$ cat config.mk
export PLATFORM = sky130hd
export DESIGN_NAME = upr_pin_route
export DESIGN_NICKNAME = d
export VERILOG_FILES = /design/src/hw/upr_pkg.sv /design/src/hw/upr_pin_sync.sv /design/src/hw/upr_pin_route.sv
export SDC_FILE = /design/constraint.sdc
export NUM_CORES = 1
export LEC_CHECK = 0
export ABC_AREA = 1
export ABC_CLOCK_PERIOD_IN_PS = 2900
export BUFFER_PORTS_ARGS = -buffer_cell sky130_fd_sc_hd__buf_4
export CAP_MARGIN = 20
export CORE_UTILIZATION = 40
export DETAILED_ROUTE_END_ITERATION = 10
export HOLD_SLACK_MARGIN = 0.1
export PLACE_DENSITY = 0.6
export SLEW_MARGIN = 5
export SYNTH_ARGS = -nofsm -noshare
export SYNTH_HDL_FRONTEND = slang
export SYNTH_HIERARCHICAL = 1
export SYNTH_SLANG_ARGS = --single-unit
export TNS_END_PERCENT = 30
$ cat constraint.sdc
create_clock -name REF_CLK_I -period 2.9 [get_ports REF_CLK_I]
set_clock_uncertainty 0.05 [all_clocks]
set_input_delay 0.145 -clock REF_CLK_I [delete_from_list [all_inputs] [get_ports REF_CLK_I]]
set_output_delay 0.145 -clock REF_CLK_I [all_outputs]
set_load 0.02 [all_outputs]
$ cat src/hw/upr_pkg.sv
/*
 * Package for the UART channel 1 pin route block: register indices,
 * byte addresses, reset values, pin positions, mode and drive codes.
 * Assumes a 32-bit APB slave with each 8-bit register in one aligned word.
 */
package upr_pkg;

   localparam int          ADDR_W = 18;
   localparam int          NREG   = 12;

   // register indices as printed; byte address is four times the index
   localparam logic [15:0] IDX_P7_OUTPUT_LATCH  = 16'hF26E;
   localparam logic [15:0] IDX_P7_PIN_DIRECTION = 16'hF26F;
   localparam logic [15:0] IDX_P7_DRIVE_CTL_LO  = 16'hF270;
   localparam logic [15:0] IDX_P7_DRIVE_CTL_HI  = 16'hF271;
   localparam logic [15:0] IDX_P7_FUNC_SEL_LO   = 16'hF272;
   localparam logic [15:0] IDX_P7_FUNC_SEL_HI   = 16'hF273;
   localparam logic [15:0] IDX_P8_OUTPUT_LATCH  = 16'hF2DE;
   localparam logic [15:0] IDX_P8_PIN_DIRECTION = 16'hF2DF;
   localparam logic [15:0] IDX_P8_DRIVE_CTL_LO  = 16'hF2E0;
   localparam logic [15:0] IDX_P8_DRIVE_CTL_HI  = 16'hF2E1;
   localparam logic [15:0] IDX_P8_FUNC_SEL_LO   = 16'hF2E2;
   localparam logic [15:0] IDX_P8_FUNC_SEL_HI   = 16'hF2E3;

   // slots inside the register array
   localparam int          R_LATCH = 0;
   localparam int          R_DIR   = 1;
   localparam int          R_CON0  = 2;
   localparam int          R_CON1  = 3;
   localparam int          R_MOD0  = 4;
   localparam int          R_MOD1  = 5;
   localparam int          P8_BASE = 6;

   localparam logic [15:0] REG_IDX [NREG] = '{
      IDX_P7_OUTPUT_LATCH, IDX_P7_PIN_DIRECTION, IDX_P7_DRIVE_CTL_LO,
      IDX_P7_DRIVE_CTL_HI, IDX_P7_FUNC_SEL_LO,   IDX_P7_FUNC_SEL_HI,
      IDX_P8_OUTPUT_LATCH, IDX_P8_PIN_DIRECTION, IDX_P8_DRIVE_CTL_LO,
      IDX_P8_DRIVE_CTL_HI, IDX_P8_FUNC_SEL_LO,   IDX_P8_FUNC_SEL_HI};

   localparam logic [7:0]  RST_PORT_REG = 8'h00;
   localparam logic [7:0]  P7_IMPL_MASK = 8'h1F;
   localparam int          P7_W         = 5;
   localparam int          P8_W         = 8;
   localparam int          TX_PIN       = 5;
   localparam int          RX_PIN       = 2;

   // {func_sel_hi, func_sel_lo}
   localparam logic [1:0]  MODE_SECONDARY = 2'h1;
   // {drive_ctl_hi, drive_ctl_lo}
   localparam logic [1:0]  DRV_HIZ        = 2'h0;
   localparam logic [1:0]  DRV_PCH_OD     = 2'h1;
   localparam logic [1:0]  DRV_NCH_OD     = 2'h2;
   localparam logic [1:0]  DRV_CMOS       = 2'h3;
   localparam logic        DIR_OUT        = 1'h0;
   localparam logic        DIR_IN         = 1'h1;
   localparam logic        RX_IDLE        = 1'h1;

   typedef enum logic [2:0] {
      ST_IDLE = 3'b001,
      ST_RESP = 3'b010,
      ST_DONE = 3'b100
   } upr_apb_e;

endpackage

$ cat src/hw/upr_pin_sync.sv
/*
 * Three-stage input synchroniser with agreement filter for port pins.
 * Assumes asynchronous pin levels; output changes only once stages two
 * and three agree.
 */
`timescale 1ns/1ps
`default_nettype none

module upr_pin_sync #(
   parameter int           W   = 8,
   parameter logic [W-1:0] RST = '0
) (
   input  wire logic         clk_i,  // block clock
   input  wire logic         nrst_i, // async reset, active low
   input  wire logic [W-1:0] d_i,    // raw pin levels
   output logic      [W-1:0] q_o     // filtered levels
);

   typedef struct packed {
      logic [W-1:0] s1;
      logic [W-1:0] s2;
      logic [W-1:0] s3;
      logic [W-1:0] filt;
   } upr_sync_s;

   upr_sync_s st_q;
   upr_sync_s st_d;

   always_comb begin
      st_d      = st_q;
      st_d.s1   = d_i;
      st_d.s2   = st_q.s1;
      st_d.s3   = st_q.s2;
      // first stage feeds only the second; filter looks at stages two and three
      st_d.filt = (~(st_q.s2 ^ st_q.s3) & st_q.s3) | ((st_q.s2 ^ st_q.s3) & st_q.filt);
   end

   always_ff @(posedge clk_i or negedge nrst_i) begin
      if (!nrst_i) begin
         st_q <= '{s1: RST, s2: RST, s3: RST, filt: RST};
      end else begin
         st_q <= st_d;
      end
   end

   assign q_o = st_q.filt;

endmodule

`default_nettype wire

$ cat src/hw/upr_pin_route.sv
/*
 * Port 7 / port 8 pin function, drive and data registers over APB, with
 * UART channel 1 routed half-duplex: transmit on port 8 pin 5, receive
 * on port 7 pin 2.
 * Assumes the UART engine runs on the same clock; pads resolve the wire
 * from out/oe/pull outputs.
 */
// Functional notes
// - tx pin func select 01 routes UART1 transmit to port 8 pin 5
// - tx pin drive 11 with direction 0 drives push-pull CMOS
// - tx pin latch bit has no effect while transmit is routed
// - rx pin func select 01 with direction 1 routes port 7 pin 2 to UART1 receive
// - rx pin direction 1 makes port 7 pin 2 an input
// - rx pin latch bit has no effect on reception
// - tx and rx pins together form one half-duplex UART1 link
`timescale 1ns/1ps
`default_nettype none

module upr_pin_route
   import upr_pkg::*;
(
   input  wire logic              REF_CLK_I,     // 40 MHz clock
   input  wire logic              NRST_I,        // async reset, active low
   input  wire logic              PSEL_I,        // apb select
   input  wire logic              PENABLE_I,     // apb enable
   input  wire logic              PWRITE_I,      // apb write
   input  wire logic [ADDR_W-1:0] PADDR_I,       // apb byte address
   input  wire logic [31:0]       PWDATA_I,      // apb write data
   output logic      [31:0]       PRDATA_O,      // apb read data
   output logic                   PREADY_O,      // apb ready
   output logic                   PSLVERR_O,     // apb error, unmapped
   input  wire logic              SER1_TX_I,     // uart1 transmit from engine
   output logic                   SER1_RX_O,     // uart1 receive to engine
   input  wire logic [P7_W-1:0]   PORT7_IN_I,    // port 7 pad levels
   output logic      [P7_W-1:0]   PORT7_OUT_O,   // port 7 pad data
   output logic      [P7_W-1:0]   PORT7_OE_O,    // port 7 pad drive enable
   output logic      [P7_W-1:0]   PORT7_PU_O,    // port 7 pull-up enable
   output logic      [P7_W-1:0]   PORT7_PD_O,    // port 7 pull-down enable
   input  wire logic [P8_W-1:0]   PORT8_IN_I,    // port 8 pad levels
   output logic      [P8_W-1:0]   PORT8_OUT_O,   // port 8 pad data
   output logic      [P8_W-1:0]   PORT8_OE_O,    // port 8 pad drive enable
   output logic      [P8_W-1:0]   PORT8_PU_O,    // port 8 pull-up enable
   output logic      [P8_W-1:0]   PORT8_PD_O     // port 8 pull-down enable
);

   typedef struct packed {
      upr_apb_e             st;
      logic                 ready;
      logic                 slverr;
      logic [31:0]          rdata;
      logic [3:0]           widx;
      logic                 whit;
      logic [NREG-1:0][7:0] regs;
      logic [P7_W-1:0]      p7_out;
      logic [P7_W-1:0]      p7_oe;
      logic [P7_W-1:0]      p7_pu;
      logic [P7_W-1:0]      p7_pd;
      logic [P8_W-1:0]      p8_out;
      logic [P8_W-1:0]      p8_oe;
      logic [P8_W-1:0]      p8_pu;
      logic [P8_W-1:0]      p8_pd;
      logic                 rx;
   } upr_state_s;

   upr_state_s      st_q;
   upr_state_s      st_d;
   logic [P7_W-1:0] p7_pin;
   logic [P8_W-1:0] p8_pin;

   upr_pin_sync #(
      .W   (P7_W),
      .RST ({P7_W{1'b1}})
   ) u_p7_sync (
      .clk_i  (REF_CLK_I),
      .nrst_i (NRST_I),
      .d_i    (PORT7_IN_I),
      .q_o    (p7_pin)
   );

   upr_pin_sync #(
      .W   (P8_W),
      .RST ({P8_W{1'b1}})
   ) u_p8_sync (
      .clk_i  (REF_CLK_I),
      .nrst_i (NRST_I),
      .d_i    (PORT8_IN_I),
      .q_o    (p8_pin)
   );

   // address decode shared by read and write; misaligned counts as a miss
   function automatic logic [4:0] decode(input logic [ADDR_W-1:0] a);
      logic [4:0] r;
      r = 5'h00;
      for (int i = 0; i < NREG; i++) begin
         if (a == ADDR_W'({REG_IDX[i], 2'h0})) begin
            r = {1'b1, 4'(i)};
         end
      end
      return r;
   endfunction

   // per-pin pad control: returns {pd, pu, oe} for eight pins
   function automatic logic [23:0] pad_ctl(input logic [7:0] dir, input logic [7:0] c1,
                                           input logic [7:0] c0, input logic [7:0] v);
      logic [7:0] oe;
      logic [7:0] pu;
      logic [7:0] pd;
      oe = 8'h00;
      pu = 8'h00;
      pd = 8'h00;
      for (int i = 0; i < 8; i++) begin
         if (dir[i] == DIR_OUT) begin
            case ({c1[i], c0[i]})
               DRV_CMOS:   oe[i] = 1'b1;
               DRV_PCH_OD: oe[i] = v[i];
               DRV_NCH_OD: oe[i] = ~v[i];
               default:    oe[i] = 1'b0;
            endcase
         end else begin
            // input modes are free for software; the pad only gets pulls
            pd[i] = ({c1[i], c0[i]} == DRV_PCH_OD);
            pu[i] = ({c1[i], c0[i]} == DRV_NCH_OD);
         end
      end
      return {pd, pu, oe};
   endfunction

   logic [7:0]  p7_lat;
   logic [7:0]  p7_dir;
   logic [7:0]  p7_c0;
   logic [7:0]  p7_c1;
   logic [7:0]  p7_m0;
   logic [7:0]  p7_m1;
   logic [7:0]  p8_lat;
   logic [7:0]  p8_dir;
   logic [7:0]  p8_c0;
   logic [7:0]  p8_c1;
   logic [7:0]  p8_m0;
   logic [7:0]  p8_m1;
   logic        tx_sec;
   logic        rx_sec;
   logic        rx_ok;
   logic [4:0]  dec;
   logic [7:0]  p8_val;
   logic [23:0] p7_pad;
   logic [23:0] p8_pad;
   logic [7:0]  rd_byte;

   assign p7_lat = st_q.regs[R_LATCH];
   assign p7_dir = st_q.regs[R_DIR];
   assign p7_c0  = st_q.regs[R_CON0];
   assign p7_c1  = st_q.regs[R_CON1];
   assign p7_m0  = st_q.regs[R_MOD0];
   assign p7_m1  = st_q.regs[R_MOD1];
   assign p8_lat = st_q.regs[P8_BASE + R_LATCH];
   assign p8_dir = st_q.regs[P8_BASE + R_DIR];
   assign p8_c0  = st_q.regs[P8_BASE + R_CON0];
   assign p8_c1  = st_q.regs[P8_BASE + R_CON1];
   assign p8_m0  = st_q.regs[P8_BASE + R_MOD0];
   assign p8_m1  = st_q.regs[P8_BASE + R_MOD1];

   assign tx_sec = ({p8_m1[TX_PIN], p8_m0[TX_PIN]} == MODE_SECONDARY);
   assign rx_sec = ({p7_m1[RX_PIN], p7_m0[RX_PIN]} == MODE_SECONDARY);
   assign rx_ok  = rx_sec && (p7_dir[RX_PIN] == DIR_IN);

   always_comb begin
      st_d    = st_q;
      dec     = decode(PADDR_I);
      rd_byte = 8'h00;
      // latch bit replaced by engine output while routed, per pin only
      p8_val         = p8_lat;
      p8_val[TX_PIN] = tx_sec ? SER1_TX_I : p8_lat[TX_PIN];
      p7_pad = pad_ctl(p7_dir, p7_c1, p7_c0, p7_lat);
      p8_pad = pad_ctl(p8_dir, p8_c1, p8_c0, p8_val);

      // input pins read their pad level, output pins their latch
      if (dec[4]) begin
         rd_byte = st_q.regs[dec[3:0]];
         if (dec[3:0] == 4'(R_LATCH)) begin
            rd_byte = ((p7_lat & ~p7_dir) | ({3'h0, p7_pin} & p7_dir)) & P7_IMPL_MASK;
         end else if (dec[3:0] == 4'(P8_BASE + R_LATCH)) begin
            rd_byte = (p8_lat & ~p8_dir) | (p8_pin & p8_dir);
         end
      end

      case (st_q.st)
         ST_IDLE: begin
            // one wait state keeps pready and prdata straight from flops
            if (PSEL_I && PENABLE_I) begin
               st_d.st     = ST_RESP;
               st_d.ready  = 1'b1;
               st_d.slverr = ~dec[4];
               st_d.rdata  = PWRITE_I ? 32'h0000_0000 : {24'h00_0000, rd_byte};
               st_d.widx   = dec[3:0];
               st_d.whit   = dec[4] & PWRITE_I;
            end
         end
         ST_RESP: begin
            // write lands at the edge that samples pready high
            if (st_q.whit) begin
               st_d.regs[st_q.widx] = PWDATA_I[7:0];
               if (st_q.widx < 4'(P8_BASE)) begin
                  st_d.regs[st_q.widx] = PWDATA_I[7:0] & P7_IMPL_MASK;
               end
            end
            st_d.st     = ST_DONE;
            st_d.ready  = 1'b0;
            st_d.slverr = 1'b0;
            st_d.whit   = 1'b0;
         end
         ST_DONE: begin
            // master drops penable after ready; wait out that cycle
            st_d.st = ST_IDLE;
         end
         default: begin
            st_d.st    = ST_IDLE;
            st_d.ready = 1'b0;
         end
      endcase

      st_d.p7_out = p7_lat[P7_W-1:0];
      st_d.p7_oe  = p7_pad[P7_W-1:0];
      st_d.p7_pu  = p7_pad[8 +: P7_W];
      st_d.p7_pd  = p7_pad[16 +: P7_W];
      st_d.p8_out = p8_val;
      st_d.p8_oe  = p8_pad[7:0];
      st_d.p8_pu  = p8_pad[15:8];
      st_d.p8_pd  = p8_pad[23:16];
      // latch bit never reaches the receiver; idle high when unrouted
      st_d.rx     = rx_ok ? p7_pin[RX_PIN] : RX_IDLE;
   end

   always_ff @(posedge REF_CLK_I or negedge NRST_I) begin
      if (!NRST_I) begin
         st_q        <= '0;
         st_q.st     <= ST_IDLE;
         st_q.regs   <= {NREG{RST_PORT_REG}};
         st_q.rx     <= RX_IDLE;
      end else begin
         st_q <= st_d;
      end
   end

   assign PRDATA_O    = st_q.rdata;
   assign PREADY_O    = st_q.ready;
   assign PSLVERR_O   = st_q.slverr;
   assign SER1_RX_O   = st_q.rx;
   assign PORT7_OUT_O = st_q.p7_out;
   assign PORT7_OE_O  = st_q.p7_oe;
   assign PORT7_PU_O  = st_q.p7_pu;
   assign PORT7_PD_O  = st_q.p7_pd;
   assign PORT8_OUT_O = st_q.p8_out;
   assign PORT8_OE_O  = st_q.p8_oe;
   assign PORT8_PU_O  = st_q.p8_pu;
   assign PORT8_PD_O  = st_q.p8_pd;

   logic tx_cmos;
   logic commit;
   assign tx_cmos = (p8_dir[TX_PIN] == DIR_OUT) && ({p8_c1[TX_PIN], p8_c0[TX_PIN]} == DRV_CMOS);
   assign commit  = (st_q.st == ST_RESP) && st_q.whit;
endmodule

`default_nettype wire

-- Word-level counts from Yosys, hierarchy flattened
Index checks and enable logic that the tools add are counted.
- $lt $le $gt $ge: 4
- eq/ne operators: 58
- multiplexer cells: 82
- bitwise logic cells: 34
- reduce and logical (&&, ||, !) cells: 9
- operators by type and width (operator ; number):
    == test 18 bit (second input constant) ; 12
    bitwise mux 96 bit ; 2
    two-way mux 96 bit ; 1
    two-way mux 5 bit ; 12
    == test 2 bit (second input constant) ; 26
    two-way mux 8 bit ; 6
    two-way mux 42 bit ; 1
    two-way mux 1 bit ; 41
    case mux 1 bit (3 select lines) ; 13
    bitwise AND 8 bit ; 4
    binary-select mux 8 bit (select 4 bit) ; 1
    demux 8 bit (select 4 bit) ; 1
    == test 2 x 1 -> 1 bit (second input constant) ; 15
    bitwise AND 5 bit ; 4
    inverter 8 bit ; 2
    bitwise OR 8 bit ; 2
    inverter 1 bit ; 15
    < comparator 4 x 5 -> 1 bit (second input constant) ; 2
    inverter 5 bit ; 2
    bitwise OR 5 bit ; 2
    AND reduction 2 bit ; 4
    XOR 8 bit ; 1
    case mux 1 bit (2 select lines) ; 3
    case mux 3 bit (2 select lines) ; 1
    other kinds (12) ; 14
- bits in registers: 243
- input port bits: 69
- output and inout bits: 87
- word-level logic and storage cells: 222

-- Depth between registers and ports, before layout
Gate-level depths: netlist of run 1.
- depth in word-level cells: 21
- mapped depth: 19
- mapped depth without buffers: 18

-- Hierarchy
The synthesis of run 1 kept the hierarchy.
- modules (own cells, without submodules) (module ; times used ; cells each ; area each (sq um) ; seq. area each (sq um)):
    upr_pin_route ; 1 ; 1097 ; 8767.2 ; 4181.5
    upr_pin_sync (u_p8_sync) ; 1 ; 72 ; 1031.0 ; 840.8
    upr_pin_sync (u_p7_sync) ; 1 ; 45 ; 644.4 ; 525.5

-- Worst setup path after synthesis of run 1
Ideal clock, no wire load.
- kind: register -> register
- from: register st_q[190] in the netlist's numbering
- to: register with a tool-made name
- setup time: 0.127 ns
- data arrival time: 1.673 ns
- required time: 2.723 ns
- path slack: 1.050 ns
- stages on the path, launching flop included: 6
- buffers on the path: 1
- clock period less this slack: 1.850 ns
- cell sequence: dfrtp_1 nor3_2 nand2_1 nor4_1 buf_2 o21ai_0
- RTL lines (what ; line ; source):
    from (decl) ; upr_pin_route.sv:65 ; upr_state_s st_q;
    from (signal assigned) ; upr_pin_route.sv:240 ; st_q <= st_d;

-- Final worst setup path of run 1
- from: register st_q[188] in the netlist's numbering
- to: register st_q (netlist bit PRDATA_O[7])
- word-level cells in the longest chain between the ends: 2
- ends and longest elaborated chain (what ; line ; source):
    == test 3 x 1 -> 1 bit ; upr_pin_route.sv:186 ; case (st_q.st)
    AND reduction 2 bit (no source line) ; n/a ;
No other way between the ends.
A chain may end at the register's enable or synchronous reset.

==> metrics.txt, run 1 <==
# TYPE chip_impl_metric gauge
chip_impl_info{name="result_of_the_run",value="finished clean"} 1
chip_impl_metric{name="finish.cell_count_without_fillers",unit=""} 1631
chip_impl_metric{name="detailedRoute.firstIterationViolations",unit=""} 556
chip_impl_metric{name="first_global_vias",unit=""} 7292
chip_impl_metric{name="yosysUniqueCellTypes",unit=""} 40
chip_impl_info{name="worstSetupPathType",value="flip-flop to flip-flop"} 1
chip_impl_metric{name="cts_buffers",unit=""} 24
chip_impl_metric{name="antenna_found_initial",unit=""} 0
chip_impl_info{name="synthTopCellsByArea",value="sky130_fd_sc_hd__dfrtp_1 (40%), sky130_fd_sc_hd__dfstp_2 (14%), sky130_fd_sc_hd__nand2_1 (11%)"} 1
chip_impl_info{name="rsz0062_at_grt",value="false"} 1
chip_impl_metric{name="grt_overflow_total",unit=""} 0
chip_impl_metric{name="track_usage",unit=""} 0.183
chip_impl_metric{name="cts_buffer_depth",unit=""} 3
chip_impl_metric{name="max-cap-violations",unit=""} 0
chip_impl_info{name="hold_path.class",value="input pin to async pin"} 1
chip_impl_metric{name="nets",unit=""} 1352
chip_impl_metric{name="num_io_pins",unit=""} 156
chip_impl_info{name="library_cell_with_the_highest_instance_count_after_synthesis",value="sky130_fd_sc_hd__nand2_1"} 1
chip_impl_metric{name="synthesis.area_per_instance",unit="um^2"} 8.60
chip_impl_info{name="setup.worst_path.start_class",value="flip-flop"} 1
chip_impl_info{name="yosys-top-cells-count",value="sky130_fd_sc_hd__nand2_1 (302), sky130_fd_sc_hd__dfrtp_1 (165), sky130_fd_sc_hd__inv_1 (145)"} 1
chip_impl_info{name="clk_root_buffer_cell",value="sky130_fd_sc_hd__clkbuf_16"} 1
chip_impl_metric{name="timing_worst_slew_pin_value",unit="ps"} 824
chip_impl_metric{name="fillers",unit=""} 2463
chip_impl_metric{name="cts.sinks",unit=""} 219
chip_impl_metric{name="clk-insertion-delay-late",unit="ps"} 520
chip_impl_metric{name="power_frac_seq",unit=""} 0.467
chip_impl_metric{name="postPlaceCellArea",unit="um^2"} 11000
chip_impl_metric{name="slowest_stage_delay_on_critical_path",unit="ps"} 570
chip_impl_info{name="clock_tree_from_tritoncts",value="yes"} 1
chip_impl_metric{name="average_via_count_per_standard_cell",unit=""} 4.77
chip_impl_metric{name="post-synth-top-area-fraction",unit=""} 0.395
chip_impl_metric{name="ys.warnings.count",unit=""} 6
chip_impl_metric{name="drive_gt1_frac",unit=""} 0.216
chip_impl_metric{name="worst_path_required_time",unit="ps"} 3300
chip_impl_metric{name="num_vias",unit=""} 7785
chip_impl_metric{name="postRouteWirelength",unit="um"} 23900
chip_impl_info{name="critical_path.cell_chain",value="inv_1 -> nor3_1 -> nand3_1 -> dlygate4sd3_1 -> buf_4 -> clkinvlp_4 -> nand2_4 -> nor2_8 -> nand2_2 -> a31oi_1 -> nand2_1 -> nand2_1"} 1
chip_impl_metric{name="place.detailed.instances",unit=""} 1560
chip_impl_metric{name="total_leakage_power",unit="nW"} 6.35
chip_impl_metric{name="synth_edf_count",unit=""} 0
chip_impl_metric{name="die_area",unit="um^2"} 26800
chip_impl_metric{name="setup_violations",unit=""} 0
chip_impl_metric{name="total_power",unit="mW"} 6.83
chip_impl_metric{name="comb_power_share",unit=""} 0.045
chip_impl_info{name="synth_top_flop_cell",value="sky130_fd_sc_hd__dfrtp_1"} 1
chip_impl_metric{name="die-width",unit="um"} 164
chip_impl_info{name="cpMaxStageDelayCell",value="sky130_fd_sc_hd__dlygate4sd3_1"} 1
chip_impl_metric{name="rows",unit=""} 58
chip_impl_metric{name="power.net_switching",unit="mW"} 1.47
chip_impl_metric{name="grt_max_degree",unit=""} 79
chip_impl_metric{name="max_freq",unit="GHz"} 0.379
chip_impl_metric{name="htree_levels",unit=""} 1
chip_impl_metric{name="clkTransAtPathRegs",unit="ps"} 60
chip_impl_info{name="yosys.area.top_type",value="sky130_fd_sc_hd__dfrtp_1"} 1
chip_impl_metric{name="crit_fanout",unit=""} 16
chip_impl_metric{name="p_per_area",unit="nW/um^2"} 560
chip_impl_info{name="r2r_path_start",value="st_q[188]"} 1
chip_impl_metric{name="post-route-cell-area",unit="um^2"} 12200
chip_impl_info{name="endpoint_kind",value="flip-flop"} 1
chip_impl_metric{name="arrival",unit="ps"} 3040
chip_impl_metric{name="ys_seq_area_frac",unit=""} 0.531
chip_impl_metric{name="timing.slew.headroom",unit=""} 0.446
chip_impl_metric{name="floorplan.die.height",unit="um"} 164
chip_impl_metric{name="area_growth",unit="%"} 16.7
chip_impl_metric{name="postRouteAntennaNets",unit=""} 0
chip_impl_metric{name="core_area",unit="um^2"} 25400
chip_impl_metric{name="port_buffers",unit=""} 107
chip_impl_metric{name="int_pwr",unit="mW"} 5.35
chip_impl_metric{name="worstRegToRegCells",unit=""} 12
chip_impl_metric{name="setup_total_negative_slack",unit="ps"} 0
chip_impl_metric{name="share_clk_of_total_power",unit=""} 0.488
chip_impl_metric{name="place.gp.congestion",unit=""} 0.929
chip_impl_info{name="regToRegEndpoint",value="PRDATA_O[7]"} 1
chip_impl_metric{name="first_pass_grt_wire_length",unit="um"} 38300
chip_impl_metric{name="effective_utilization_at_floorplan",unit=""} 0.411
chip_impl_metric{name="min_period_over_period",unit=""} 0.909
chip_impl_metric{name="detail_route.first_pass.iterations",unit=""} 5
chip_impl_metric{name="irDropWorstVdd",unit="V"} 0.000325
chip_impl_metric{name="synth-seq-cells",unit=""} 219
chip_impl_metric{name="period_minus_slack",unit="ps"} 2640
chip_impl_info{name="cell_with_the_most_instances_on_the_worst_path",value="sky130_fd_sc_hd__nand2_1"} 1
chip_impl_metric{name="netlist_instances",unit=""} 1214
chip_impl_metric{name="drt_drc_violations_left",unit=""} 0
chip_impl_metric{name="finalHoldViolCount",unit=""} 0
chip_impl_metric{name="synth-async-reset-ratio",unit=""} 1.00
chip_impl_metric{name="synthesis.area",unit="um^2"} 10400
chip_impl_metric{name="number_of_setup_buffers_added_after_cts",unit=""} 0
chip_impl_metric{name="finalMaxSlewViolations",unit=""} 0
chip_impl_metric{name="antenna-diode-count",unit=""} 0
chip_impl_metric{name="sw_frac_of_total",unit=""} 0.216
chip_impl_metric{name="wire_per_inst",unit="um"} 14.7
chip_impl_metric{name="dp_hpwl",unit="um"} 16700
chip_impl_metric{name="r2r_setup_slk",unit="ps"} 260
==> power by group through the flow <==
stage	clock, mW	combinational, mW	sequential (mW)
6_report	3.33	0.307	3.19
5_1_grt	3.54	0.346	3.19
4_1_cts	3.41	0.312	3.19
3_5_place_dp	0	0.283	3.24
3_3_place_gp	0	0.279	3.24
2_1_floorplan	0	0.167	3.24
==> routing by layer <==
metal	GRT usage	vias up	part of all wire
met5	0	-	0
met4	0.0551	0	0.017
met3	0.0262	32	0.053
met2	0.295	198	0.47
met1	0.254	3687	0.46
li1	-	3868	-
==> layout make-up <==
type                       count  area (um^2)  share of cell area
clock buffer                  31          677              0.0555
multi-input combinational    728         3480               0.286
clock inverter                13          204              0.0167
sequential                   219         5550               0.455
tap                          330          413              0.0339
timing repair buffer         152         1260               0.103
inverter                     158          604              0.0496
==> cell families (layout without fill, tap and decap cells) <==
family          Yosys count  count (layout)  share of synthesized area
compound gates          181             181                     0.0911
buf+inv                 290             354                      0.145
flops                   219             219                      0.531
mux                       2               2                    0.00216
other cells               1              24                   0.000359
simple gates            521             521                      0.231
==> worst max-delay path: cells and delay by family (launching register included) <==
kind,cells,cell delay (ps)
compound gates,1,220
buf+inv,4,1020
flops,1,530
simple gates,7,740
==> per-stage QoR <==
step / setup slack [ps] / util / hold WS, ps
global placement: 234 / 0.434 / 129
global route: 122 / 0.480 / 210
floorplan: 1050 / - / -201
CTS: 129 / 0.479 / 172
finish: 265 / 0.480 / 139
detailed placement: 206 / 0.434 / 123
==> worst max path at each step <==
stage	start	endpoint	cells after the start
global placement	PADDR_I[15]	PRDATA_O[1]	17
detailed placement	PADDR_I[3]	PRDATA_O[1]	17
floorplan	st_q[190]	flip-flop	5
finish	st_q[188]	PRDATA_O[7]	12
CTS	st_q[188]	PRDATA_O[7]	12
global route	st_q[188]	PRDATA_O[7]	12
==> cell usage in the layout, fill, tap and decap left out, types with 3 or more instances in the layout <==
cell type / synthesis / routed
sky130_fd_sc_hd__clkbuf_8: 0 / 5
sky130_fd_sc_hd__buf_12: 0 / 3
sky130_fd_sc_hd__nand2_1: 302 / 302
sky130_fd_sc_hd__o21ai_0: 104 / 104
sky130_fd_sc_hd__nand3_2: 4 / 4
sky130_fd_sc_hd__inv_1: 145 / 144
sky130_fd_sc_hd__nand2_4: 4 / 4
sky130_fd_sc_hd__a31oi_1: 4 / 4
sky130_fd_sc_hd__nor2_2: 7 / 7
sky130_fd_sc_hd__nor3_1: 26 / 26
sky130_fd_sc_hd__nor4_2: 1 / 3
sky130_fd_sc_hd__buf_4: 100 / 121
sky130_fd_sc_hd__clkinv_2: 0 / 6
sky130_fd_sc_hd__o21bai_1: 3 / 3
sky130_fd_sc_hd__nand4_4: 3 / 3
sky130_fd_sc_hd__conb_1: 1 / 24
sky130_fd_sc_hd__nor2_1: 84 / 84
sky130_fd_sc_hd__nand3_4: 3 / 3
sky130_fd_sc_hd__dfstp_2: 54 / 54
sky130_fd_sc_hd__bufinv_16: 0 / 5
sky130_fd_sc_hd__inv_2: 11 / 11
sky130_fd_sc_hd__dfrtp_1: 165 / 165
sky130_fd_sc_hd__dlygate4sd3_1: 0 / 26
sky130_fd_sc_hd__nand4_1: 30 / 30
sky130_fd_sc_hd__nand2_2: 8 / 8
sky130_fd_sc_hd__clkbuf_16: 0 / 24
sky130_fd_sc_hd__nand3_1: 36 / 36
sky130_fd_sc_hd__a21oi_1: 47 / 47
sky130_fd_sc_hd__o21ai_1: 15 / 15
sky130_fd_sc_hd__a211oi_1: 4 / 4
==> repair_timing <==
| item | in CTS | in global routing |
|---|---|---|
| hold endpoints to repair | 218 | 0 |
| setup endpoints to repair | 0 | 1 |
| hold buffers | 26 | 0 |
| gates resized for setup | 0 | 1 |
(Power assumes the default switching activity.)
==> inputs of run 2 (changes only) <==
- ABC_CLOCK_PERIOD_IN_PS: 2900 -> 2720
- BUFFER_PORTS_ARGS: -buffer_cell sky130_fd_sc_hd__buf_4 -> not set
- DONT_BUFFER_PORTS: not set -> 1
- PLACE_DENSITY: 0.6 -> 0.55
- clock period: 2.9 -> 2.72 ns (I/O delays scaled with it)
==> metrics.txt, run 2 (same netlist as run 1, synthesis figures left out) <==
# TYPE chip_impl_metric gauge
chip_impl_info{name="critical_path.cell_chain",value="inv_1 -> nor3_1 -> nand3_1 -> dlygate4sd3_1 -> inv_1 -> nand2_4 -> nor2_8 -> nand2_2 -> a31oi_1 -> nand2_1 -> nand2_1"} 1
chip_impl_metric{name="rows",unit=""} 58
chip_impl_metric{name="setup_violations",unit=""} 0
chip_impl_metric{name="wire_per_inst",unit="um"} 16.0
chip_impl_info{name="crit_family",value="buffers and inverters"} 1
chip_impl_metric{name="total_leakage_power",unit="nW"} 5.78
chip_impl_metric{name="detailedRoute.firstIterationViolations",unit=""} 587
chip_impl_metric{name="hold_ws",unit="ps"} -728
chip_impl_metric{name="core_area",unit="um^2"} 25400
chip_impl_metric{name="average_via_count_per_standard_cell",unit=""} 4.95
chip_impl_metric{name="clkTransAtPathRegs",unit="ps"} 60
chip_impl_metric{name="cts-resized-gates",unit=""} 0
chip_impl_metric{name="worst_path_required_time",unit="ps"} 3110
chip_impl_info{name="clk_root_buffer_cell",value="sky130_fd_sc_hd__clkbuf_16"} 1
chip_impl_metric{name="finish.cell_count_without_fillers",unit=""} 1529
chip_impl_metric{name="grt_overflow_total",unit=""} 0
chip_impl_metric{name="finalMaxSlewViolations",unit=""} 0
chip_impl_metric{name="area_growth",unit="%"} 8.12
chip_impl_metric{name="first_pass_grt_wire_length",unit="um"} 38600
chip_impl_metric{name="cts_buffer_depth",unit=""} 3
chip_impl_metric{name="htree_levels",unit=""} 1
chip_impl_metric{name="num_vias",unit=""} 7562
chip_impl_info{name="worstSetupPathType",value="flip-flop to flip-flop"} 1
chip_impl_metric{name="crit_fanout",unit=""} 7
chip_impl_metric{name="nets",unit=""} 1247
chip_impl_info{name="rsz0062_at_grt",value="false"} 1
chip_impl_metric{name="period_minus_slack",unit="ps"} 2580
chip_impl_metric{name="place.gp.congestion",unit=""} 0.881
chip_impl_metric{name="dp_hpwl",unit="um"} 16500
chip_impl_metric{name="die_area",unit="um^2"} 26800
chip_impl_metric{name="cts_buffers",unit=""} 25
chip_impl_metric{name="max-cap-violations",unit=""} 0
chip_impl_metric{name="floorplan.die.height",unit="um"} 164
chip_impl_metric{name="dp_worst_setup_slack",unit="ps"} 474
chip_impl_metric{name="port_buffers",unit=""} 0
chip_impl_metric{name="slowest_stage_delay_on_critical_path",unit="ps"} 600
chip_impl_info{name="clock_tree_from_tritoncts",value="yes"} 1
chip_impl_metric{name="clk-insertion-delay-late",unit="ps"} 510
chip_impl_metric{name="detail_route.first_pass.iterations",unit=""} 6
chip_impl_info{name="setup.worst_path.start_class",value="flip-flop"} 1
chip_impl_metric{name="die-width",unit="um"} 164
chip_impl_metric{name="first_global_vias",unit=""} 7110
chip_impl_metric{name="number_of_setup_buffers_added_after_cts",unit=""} 0
chip_impl_info{name="hold_path.class",value="input pin to async pin"} 1
chip_impl_metric{name="cts.sinks",unit=""} 219
chip_impl_metric{name="antenna_found_initial",unit=""} 2
chip_impl_metric{name="total_power",unit="mW"} 6.88
chip_impl_info{name="layout.cells.most_common",value="sky130_fd_sc_hd__nand2_1"} 1
chip_impl_metric{name="finalHoldViolCount",unit=""} 219
chip_impl_metric{name="track_usage",unit=""} 0.186
chip_impl_metric{name="num_io_pins",unit=""} 156
chip_impl_info{name="cpMaxStageDelayCell",value="sky130_fd_sc_hd__dlygate4sd3_1"} 1
chip_impl_metric{name="postRouteAntennaNets",unit=""} 0
chip_impl_info{name="result_of_the_run",value="complete, but fails checks"} 1
chip_impl_info{name="endpoint_kind",value="flip-flop"} 1
chip_impl_metric{name="grt_max_degree",unit=""} 220
chip_impl_metric{name="place.detailed.instances",unit=""} 1451
chip_impl_metric{name="min_period_over_period",unit=""} 0.949
chip_impl_metric{name="path_buf_inv",unit=""} 3
chip_impl_metric{name="setup_total_negative_slack",unit="ps"} 0
chip_impl_metric{name="drive_gt1_frac",unit=""} 0.139
chip_impl_metric{name="timing.slew.headroom",unit=""} 0.619
chip_impl_info{name="failing_checks",value="negative hold slack"} 1
chip_impl_metric{name="postCtsHoldBufs",unit=""} 30
chip_impl_metric{name="max_freq",unit="GHz"} 0.387
chip_impl_info{name="leading_cell_types_in_the_layout_fill_and_taps_excluded",value="sky130_fd_sc_hd__nand2_1 (302), sky130_fd_sc_hd__dfrtp_1 (165), sky130_fd_sc_hd__inv_1 (145)"} 1
chip_impl_metric{name="drt_drc_violations_left",unit=""} 0
chip_impl_metric{name="postRouteWirelength",unit="um"} 24500
chip_impl_metric{name="timing_worst_slew_pin_value",unit="ps"} 568
chip_impl_metric{name="arrival",unit="ps"} 2980
chip_impl_metric{name="effective_utilization_at_floorplan",unit=""} 0.411
chip_impl_metric{name="irDropWorstVdd",unit="V"} 0.000457
chip_impl_metric{name="p_per_area",unit="nW/um^2"} 610
chip_impl_metric{name="final.setup.worst_slack",unit="ps"} 138
run 2: stage by stage:
| stage | cell area (um^2) | utilization |
|---|---|---|
| final | 11300 | 0.445 |
| after global routing | 11300 | 0.445 |
| after CTS | 11300 | 0.444 |
| after detailed placement | 10200 | 0.401 |
| after global placement | 10200 | 0.401 |
| after floorplan | 10500 | - |
run 2: routing by layer:
layer  track usage  share of wire
met1         0.254           0.44
met2         0.299           0.47
met3        0.0302          0.064
met4        0.0614          0.022
met5             0              0
run 2: worst paths after layout:
path | start | depth (start not counted) | slack [ps] | endpoint
worst min register to register | u_p8_sync/st_d[23] | 0 | 300 | u_p8_sync/st_d[15]
min in group REF_CLK_I | PORT7_IN_I[4] | 1 | 120 | u_p7_sync/st_d[14]
worst max-delay path | st_q[188] | 11 | 140 | PRDATA_O[7]
max in group asynchronous | NRST_I | 0 | 2920 | u_p8_sync/st_d[8]
worst min-delay path | NRST_I | 0 | -730 | PORT7_OE_O[0]
worst max register to register | st_q[188] | 11 | 140 | PRDATA_O[7]
run 2: final cells by class:
cell class                      instances  area (um^2)
Tap cell                              330          413
Clock inverter                         10          110
Sequential cell                       219         5550
Antenna cell                            2         5.00
Inverter                              158          601
Fill cell                            2530        14100
Timing Repair Buffer                   46          433
Clock buffer                           36          697
Multi-Input combinational cell        728         3480
run 2: power breakdown:
part	leakage, nW	switching [mW]	internal, mW
combinational	2.96	0.125	0.0658
clock	0.396	1.31	1.97
sequential	2.42	0.0464	3.36
==> inputs of run 3 (changes only) <==
- ABC_CLOCK_PERIOD_IN_PS: 2720 -> 3080
- CELL_PAD_IN_SITES_DETAIL_PLACEMENT: not set -> 0
- CELL_PAD_IN_SITES_GLOBAL_PLACEMENT: not set -> 1
- PLACE_DENSITY: 0.55 -> 0.69
- clock period: 2.72 -> 3.08 ns (I/O delays scaled with it)
==> metrics.txt, run 3 (same netlist as run 1, synthesis figures left out) <==
# TYPE chip_impl_metric gauge
chip_impl_metric{name="routedLengthMet1",unit="um"} 11300
chip_impl_metric{name="grt_overflow_total",unit=""} 0
chip_impl_metric{name="power.net_switching",unit="mW"} 1.31
chip_impl_metric{name="detailedRoute.firstIterationViolations",unit=""} 588
chip_impl_metric{name="average_via_count_per_standard_cell",unit=""} 4.78
chip_impl_metric{name="place.gp.congestion",unit=""} 0.835
chip_impl_info{name="rsz0062_at_grt",value="false"} 1
chip_impl_metric{name="port_buffers",unit=""} 0
chip_impl_metric{name="clkTransAtPathRegs",unit="ps"} 60
chip_impl_metric{name="cts.sinks",unit=""} 219
chip_impl_metric{name="comb_power_share",unit=""} 0.026
chip_impl_metric{name="finalHoldViolCount",unit=""} 219
chip_impl_info{name="leading_cell_types_in_the_layout_fill_and_taps_excluded",value="sky130_fd_sc_hd__nand2_1 (302), sky130_fd_sc_hd__dfrtp_1 (165), sky130_fd_sc_hd__inv_1 (145)"} 1
chip_impl_metric{name="period_minus_slack",unit="ps"} 2690
chip_impl_metric{name="dp_hpwl",unit="um"} 16400
chip_impl_metric{name="setup_violations",unit=""} 0
chip_impl_metric{name="cts_buffers",unit=""} 25
chip_impl_metric{name="post-route-cell-area",unit="um^2"} 11300
chip_impl_metric{name="num_vias",unit=""} 7270
chip_impl_metric{name="postRouteAntennaNets",unit=""} 0
chip_impl_metric{name="die-width",unit="um"} 164
chip_impl_metric{name="timing_worst_slew_pin_value",unit="ps"} 664
chip_impl_metric{name="met3_wl",unit="um"} 1170
chip_impl_metric{name="drt_drc_violations_left",unit=""} 0
chip_impl_info{name="worstSetupPathType",value="flip-flop to flip-flop"} 1
chip_impl_metric{name="core_area",unit="um^2"} 25400
chip_impl_metric{name="max-cap-violations",unit=""} 0
chip_impl_metric{name="drive_gt1_frac",unit=""} 0.142
chip_impl_info{name="failing_checks",value="negative hold slack"} 1
chip_impl_metric{name="floorplan.die.height",unit="um"} 164
chip_impl_metric{name="int_pwr",unit="mW"} 4.86
chip_impl_metric{name="crit_fanout",unit=""} 16
chip_impl_metric{name="share_clk_of_total_power",unit=""} 0.487
chip_impl_metric{name="cts_buffer_depth",unit=""} 3
chip_impl_metric{name="effective_utilization_at_floorplan",unit=""} 0.411
chip_impl_info{name="clk_root_buffer_cell",value="sky130_fd_sc_hd__clkbuf_16"} 1
chip_impl_metric{name="irDropWorstVdd",unit="V"} 0.000459
chip_impl_info{name="layout.cells.most_common",value="sky130_fd_sc_hd__nand2_1"} 1
chip_impl_metric{name="clk-insertion-delay-late",unit="ps"} 510
chip_impl_metric{name="worst_path_required_time",unit="ps"} 3480
chip_impl_metric{name="antenna_found_initial",unit=""} 1
chip_impl_metric{name="wire_per_inst",unit="um"} 15.9
chip_impl_metric{name="sw_frac_of_total",unit=""} 0.213
chip_impl_info{name="endpoint_kind",value="flip-flop"} 1
chip_impl_metric{name="arrival",unit="ps"} 3090
chip_impl_metric{name="hold_ws",unit="ps"} -707
chip_impl_metric{name="htree_levels",unit=""} 1
chip_impl_metric{name="power_frac_seq",unit=""} 0.487
chip_impl_info{name="cpMaxStageDelayCell",value="sky130_fd_sc_hd__dlygate4sd3_1"} 1
chip_impl_metric{name="timing.slew.headroom",unit=""} 0.558
chip_impl_metric{name="nets",unit=""} 1241
chip_impl_info{name="clock_tree_from_tritoncts",value="yes"} 1
chip_impl_metric{name="routed-wl-met2",unit="um"} 11300
chip_impl_metric{name="detail_route.first_pass.iterations",unit=""} 4
chip_impl_metric{name="slowest_stage_delay_on_critical_path",unit="ps"} 570
chip_impl_metric{name="min_period_over_period",unit=""} 0.873
chip_impl_info{name="critical_path.cell_chain",value="inv_1 -> nor3_1 -> nand3_1 -> dlygate4sd3_1 -> buf_4 -> inv_1 -> nand2_4 -> nor2_8 -> nand2_2 -> a31oi_1 -> nand2_1 -> nand2_1"} 1
chip_impl_metric{name="p_per_area",unit="nW/um^2"} 548
chip_impl_metric{name="num_io_pins",unit=""} 156
chip_impl_info{name="hold_path.class",value="input pin to async pin"} 1
chip_impl_metric{name="fillers",unit=""} 2499
chip_impl_metric{name="cts-resized-gates",unit=""} 0
chip_impl_metric{name="track_usage",unit=""} 0.185
chip_impl_metric{name="rows",unit=""} 58
chip_impl_metric{name="postRouteWirelength",unit="um"} 24200
chip_impl_metric{name="area_growth",unit="%"} 7.97
chip_impl_metric{name="first_global_vias",unit=""} 7024
chip_impl_metric{name="first_pass_grt_wire_length",unit="um"} 38300
chip_impl_metric{name="fin_util",unit=""} 0.444
chip_impl_info{name="result_of_the_run",value="complete, but fails checks"} 1
chip_impl_metric{name="postCtsHoldBufs",unit=""} 25
chip_impl_metric{name="postPlaceCellArea",unit="um^2"} 10200
chip_impl_metric{name="setup_total_negative_slack",unit="ps"} 0
chip_impl_info{name="setup.worst_path.start_class",value="flip-flop"} 1
chip_impl_metric{name="total_leakage_power",unit="nW"} 5.77
chip_impl_metric{name="die_area",unit="um^2"} 26800
chip_impl_info{name="highest-signal-layer",value="met4"} 1
chip_impl_metric{name="finalMaxSlewViolations",unit=""} 0
chip_impl_metric{name="max_freq",unit="GHz"} 0.372
chip_impl_metric{name="grt_max_degree",unit=""} 220
==> run 3: what timing repair did <==
| action | 4_1_cts | 5_1_grt |
|---|---|---|
| buffers inserted | 0 | 0 |
| setup endpoints to repair | 0 | 0 |
| hold endpoints to repair | 325 | 219 |
==> run 3: stage by stage <==
stage          hold WS (ps)  power [mW]  instances  setup WS [ps]
4_1_cts                -734        6.26       1520            388
2_1_floorplan          -192        3.20       1237           1230
3_3_place_gp           -184        3.18       1450            643
6_report               -707        6.17       1521            392
5_1_grt                -737        6.41       1521            163
3_5_place_dp           -184        3.18       1450            639
==> run 3: area by class of cell <==
type,count,area (um^2),share of cell area
antenna,1,2.50,0.000222
tap,330,413,0.0366
multi-input combinational,728,3500,0.310
sequential,219,5550,0.492
inverter,158,601,0.0533
clock buffer,34,699,0.0620
timing repair buffer,40,375,0.0333
clock inverter,11,139,0.0123
==> run 3: path summary, 6_finish.rpt <==
check,from,to,slack (ps),cells after the start
max,st_q[188],PRDATA_O[7],390,12
min,NRST_I,PORT7_PD_O[3],-710,0
max reg2reg,st_q[188],PRDATA_O[7],390,12
min reg2reg,u_p7_sync/st_d[12],u_p7_sync/st_d[7],300,0
max in group asynchronous,NRST_I,async pin,3120,0
min in group REF_CLK_I,PORT8_IN_I[6],u_p8_sync/st_d[22],140,1
==> run 3: power by group through the flow <==
stage                     Sequential, mW  Combinational (mW)  Clock [mW]
after CTS                           3.01               0.162        3.09
after detailed placement            3.06               0.122           0
after floorplan                     3.05               0.157           0
after global placement              3.06               0.121           0
final                               3.01               0.160        3.00
after global routing                3.01               0.181        3.22
==> run 3: layer usage <==
metal / global-route usage / vias up
li1: - / 3640
met4: 0.0488 / 0
met5: 0 / -
met1: 0.252 / 3455
met3: 0.0312 / 32
met2: 0.302 / 143
==> run 3: critical path: cells and delay by family (launching register included) <==
family | cells | cell delay, ps
AO/OA/AOI/OAI | 1 | 150
AND/OR/NAND/NOR | 7 | 820
buffers and inverters | 4 | 1060
flip-flops | 1 | 530
